`src/core/rrot_pkg.sv`:
```
/*
  constants and carrier types for the rotate-right datapath slice.
  assumes one core clock; decoder presents one instruction word per issue.
*/
// Notes on behaviour
// - read any file register, index 0 to 255
// - through-link: carry to msb, lsb to carry
// - destination clear: result to working accumulator
// - destination set: result back to source register
package rrot_pkg;
  // ----------------------------------------------------------------
  // encodings
  // ----------------------------------------------------------------
  localparam logic [6:0] RROT_OP_WITH_LINK = 7'h0c;
  localparam logic [6:0] RROT_OP_PLAIN = 7'h10;
  localparam int RROT_OP_POS = 9;
  localparam int RROT_DEST_POS = 8;
  localparam logic [7:0] RROT_ACC_RESET = 8'h00;
  localparam logic RROT_CARRY_RESET = 1'b0;

  typedef struct packed {
    logic [6:0] opcode;
    logic dest;
    logic [7:0] index;
  } rrot_instr_t;

  typedef struct packed {
    logic en;
    logic [7:0] index;
    logic [7:0] data;
  } rrot_wr_t;

  typedef enum logic [3:0] {
    RROT_DECODE = 4'b0001,
    RROT_READ = 4'b0010,
    RROT_EXEC = 4'b0100,
    RROT_WRITE = 4'b1000
  } rrot_phase_t;
endpackage

```
`src/core/rrot_alu.sv`:
```
/*
  rotate-right datapath: decode, read, execute, write over four core clocks.
  assumes a register file with a combinational read port and one write port.
*/
`timescale 1ns/1ps
module rrot_alu
  import rrot_pkg::*;
(
  input wire logic clk_sys,
  input wire logic rst_n,
  input wire logic clkEn,
  // decoder side
  input wire logic issue,
  input wire rrot_instr_t instr,
  output logic busy,
  output logic done,
  // register file side
  output logic [7:0] rdIndex,
  input wire logic [7:0] rdData,
  output rrot_wr_t fileWr,
  // architectural state
  output logic [7:0] workAcc,
  output logic carryFlag
);
  rrot_phase_t phase_ff;
  rrot_instr_t inst_ff;
  logic [7:0] operand_ff;
  logic [7:0] result_ff;
  logic linkOut_ff;
  logic isLink;
  logic isPlain;
  logic [7:0] nxt_result;
  logic doneOut_ff;

  assign isLink = (inst_ff.opcode == RROT_OP_WITH_LINK);
  assign isPlain = (inst_ff.opcode == RROT_OP_PLAIN);
  // busy covers read, execute and write
  assign busy = (phase_ff != RROT_DECODE);
  assign done = doneOut_ff;
  assign rdIndex = inst_ff.index;

  // ----------------------------------------------------------------
  // phase sequencer
  // ----------------------------------------------------------------
  always_ff @(posedge clk_sys) begin
    if (!rst_n) begin
      phase_ff <= RROT_DECODE;
      inst_ff <= '0;
    end else if (clkEn) begin
      case (phase_ff)
        RROT_DECODE: begin
          if (issue && (instr.opcode == RROT_OP_WITH_LINK || instr.opcode == RROT_OP_PLAIN)) begin
            inst_ff <= instr;
            phase_ff <= RROT_READ;
          end
        end
        RROT_READ: phase_ff <= RROT_EXEC;
        RROT_EXEC: phase_ff <= RROT_WRITE;
        RROT_WRITE: phase_ff <= RROT_DECODE;
        default: phase_ff <= RROT_DECODE;
      endcase
    end
  end

  // ----------------------------------------------------------------
  // read and execute
  // ----------------------------------------------------------------
  always_ff @(posedge clk_sys) begin
    if (!rst_n) begin
      operand_ff <= 8'h00;
    end else if (clkEn && phase_ff == RROT_READ) begin
      operand_ff <= rdData;
    end
  end

  always_comb begin
    // through-link feeds the old carry into bit 7
    if (isLink) begin
      nxt_result = {carryFlag, operand_ff[7:1]};
    end else begin
      nxt_result = {operand_ff[0], operand_ff[7:1]};
    end
  end

  always_ff @(posedge clk_sys) begin
    if (!rst_n) begin
      result_ff <= 8'h00;
      linkOut_ff <= RROT_CARRY_RESET;
    end else if (clkEn && phase_ff == RROT_EXEC) begin
      result_ff <= nxt_result;
      linkOut_ff <= operand_ff[0];
    end
  end

  // ----------------------------------------------------------------
  // write to destination
  // ----------------------------------------------------------------
  always_ff @(posedge clk_sys) begin
    if (!rst_n) begin
      workAcc <= RROT_ACC_RESET;
    end else if (clkEn && phase_ff == RROT_WRITE && !inst_ff.dest) begin
      workAcc <= result_ff;
    end
  end

  always_ff @(posedge clk_sys) begin
    if (!rst_n) begin
      carryFlag <= RROT_CARRY_RESET;
    end else if (clkEn && phase_ff == RROT_WRITE && isLink) begin
      carryFlag <= linkOut_ff;
    end
  end

  always_ff @(posedge clk_sys) begin
    if (!rst_n) begin
      fileWr <= '0;
      doneOut_ff <= 1'b0;
    end else if (clkEn) begin
      fileWr.en <= (phase_ff == RROT_WRITE) && inst_ff.dest;
      fileWr.index <= inst_ff.index;
      fileWr.data <= result_ff;
      doneOut_ff <= (phase_ff == RROT_WRITE);
    end else begin
      // clearing en on a stall keeps a frozen write from repeating
      fileWr.en <= 1'b0;
      doneOut_ff <= 1'b0;
    end
  end
endmodule

```
`config.mk`:
```
export PLATFORM = sky130hd
export DESIGN_NAME = rrot_alu
export DESIGN_NICKNAME = d
export VERILOG_FILES = /design/src/core/rrot_pkg.sv /design/src/core/rrot_alu.sv
export SDC_FILE = /design/constraint.sdc
export NUM_CORES = 1
export LEC_CHECK = 0
export BUFFER_PORTS_ARGS = -buffer_cell sky130_fd_sc_hd__buf_4
export CAP_MARGIN = 15
export CORE_UTILIZATION = 35
export DETAILED_ROUTE_END_ITERATION = 8
export GPL_TIMING_DRIVEN = 1
export SETUP_SLACK_MARGIN = 0.2
export SLEW_MARGIN = 30
export SYNTH_ARGS = -nofsm -noshare
export SYNTH_HDL_FRONTEND = slang
export SYNTH_SLANG_ARGS = --single-unit
export TNS_END_PERCENT = 100
```
`constraint.sdc`:
```
create_clock -name clk_sys -period 2.23 [get_ports clk_sys]
set_input_delay 0.1115 -clock clk_sys [delete_from_list [all_inputs] [get_ports clk_sys]]
set_output_delay 0.1115 -clock clk_sys [all_outputs]
set_load 0.03 [all_outputs]
```
==> run metrics <==
largest net degree at the start of global routing=72; Initial DRT Pass Iterations=4; arrival time worst endpoint=2.01 ns; fillers=710; Seq pwr share=46.0%; sequential-to-total area share from yosys stat=48.8%; logic gate share of total power=3.9%; # DRC=0; CTS sink count=64; Yosys top cell by area=dfxtp_1; Hold Crit Class=input pin to flop; Slew Limit Fails=0; insertion delay to the later sink of the worst-skew pair=0.34 ns; synthesized flop and latch total=64; FP Rows=31; internal power=2000 uW; GR Util All Layers=13.5%; DR WL/cell=12.2 um; synthesized instance count=240; P_sw=486 uW; global-route wire length before repair=7870 um; Mapped Area=2630 um2; Mean Syn Cell Area=10.9 um2; fin util=46.4%; port bufs=63; Worst-path clk slew=0.07 ns; Root Buffer=clkbuf_8; setup bufs post-CTS=0; status=finished, final reports clean; hpwl dp=3230 um; share of post-route cells with drive strength above 1=30.6%; Crit. End Element=flop; Tcrit/Tclk final=79.9%; Via density=4.44; actual slew at the worst max-slew pin=0.549 ns; Ant. Diodes=0; cell area power density=739 nW/um2; sw frac=19.6%; P_leak=0.00153 uW; Starting Density=36.2%; post-layout min period=1.78 ns; Setup violations, final=0; slew margin rel.=62.9%; CTS Hold Bufs=0; Max Clock Freq=561 MHz; Post-CTS Resized=0; GPL Wtd Cong=0.803; RSZ-0062 raised after global routing=no; most frequent cells in the layout=67 x buf_4, 64 x dfxtp_1, 53 x mux2i_1; CTS tree=yes; initial antenna violation count=0; Max Fanout on Critical Path=8; die area=7860 um2; post-synth cell types=32; number of routed nets with antenna violations=0; number of buffers created by CTS=9; grt total ovfl=0; routed vias=1,776; power share of the clock group=50.1%; die height=88.6 um; nets=324; Area Overhead vs Synth=28.0%; Detailed Route Iter0 Violations=62; I/O pin count=64; Layout Skew=0.00730 ns; final hold vios=0; Core Area=7250 um2; Max VDD drop=0.301 mV; setup TNS=0 ns; H-tree depth=3; Die Wd=88.6 um; vias in the first global route=1,641; Worst EP required=2.46 ns; synth top area cells=dfxtp_1 49%, mux2i_1 20%, nor2b_1 11%, nand2_1 2.9%, buf_4 2.3%; Routed WL=4870 um; most common cell after layout, fill and taps aside=buf_4; Worst Setup Start Kind=flop; Max-Cap Viols=0; type of the worst setup path=flop to flop; Max Root-Sink Buffers=2; Synth Warn #=0; Synth top area share=48.8%; Mapped Nets=268
==> power by group through the flow <==
stage	combinational (uW)	sequential [uW]	clock (uW)
after floorplan	50.8	1170	0
after global placement	99.5	1170	0
after detailed placement	99.7	1170	0
after CTS	99.9	1140	1270
after global routing	107	1140	1330
final	97.9	1140	1240
==> metal layers <==
layer	vias to the layer above	GRT usage, %	routed length, um
met4	0	7.04	99
met3	8	4.20	195
li1	914	-	-
met5	-	0	0
met1	816	17.0	2360
met2	38	20.8	2220
==> kinds of logic after synthesis <==
logic type	after synthesis	share of synthesized area, %
compound gates	8	3.09
xor+xnor	1	0.333
buf+inv	24	5.81
flops	64	48.8
mux	53	20.2
simple gates	90	21.8
==> flip-flops by register name, indices dropped and copies added (netlist names) <==
name	flops
fileWr	17
inst_ff	8
operand_ff	8
rdIndex	8
result_ff	8
workAcc	8
phase_ff	4
carryFlag	1
done	1
linkOut_ff	1
==> synth_stat cells, drive strengths merged <==
cell	count
a2111oi	1
buf	14
nor4bb	1
mux2i	53
nor3b	3
and3	8
nor4b	3
a21boi	2
xnor2	1
o31ai	1
nand4	1
inv	2
nand2	20
dfxtp	64
and2	1
o2111ai	1
a211o	1
or2b	1
nor2b	46
and3b	1
o211ai	1
nor3	2
clkbuf	8
nand2b	1
o21a	1
or4	1
nor2	1
==> final timing paths <==
path / to / slack [ns] / cells past startpoint / startpoint
setup / recovery: workAcc[6] / 0.45 / 5 / phase_ff[3]
hold / removal: operand_ff[2] / 0.03 / 3 / rdData[2]
setup reg to reg: workAcc[6] / 0.45 / 5 / phase_ff[3]
hold reg to reg: operand_ff[2] / 0.46 / 2 / operand_ff[2]
==> worst max-delay path, cell delays in order (launching register included) <==
cell     delay, ns
dfxtp_1       0.46
nor4b_1       0.48
nor3b_2       0.25
buf_4         0.22
mux2i_1       0.21
nor2b_1       0.06
==> per-stage QoR <==
stage	hold WS (ns)	worst slack, ns	cell area (um2)	power [uW]	cells
global route	0.0165	0.275	3360	2580	400
detailed placement	0.374	0.466	3110	1270	384
floorplan	0.254	0.679	2630	1220	240
CTS	0.0138	0.458	3360	2520	400
global placement	0.365	0.581	3110	1270	384
finish	0.0255	0.447	3360	2490	400
==> layout make-up <==
class | instances | area (um2) | area share (%)
clock buffers | 11 | 151 | 4.50
inverters | 2 | 7.51 | 0.223
clock inverters | 5 | 103 | 3.05
flip-flops and latches | 64 | 1280 | 38.1
multi-input cells | 152 | 1190 | 35.5
repair buffers | 67 | 503 | 15.0
well taps | 99 | 124 | 3.68
No activity file was read; power rests on OpenSTA's default activity.
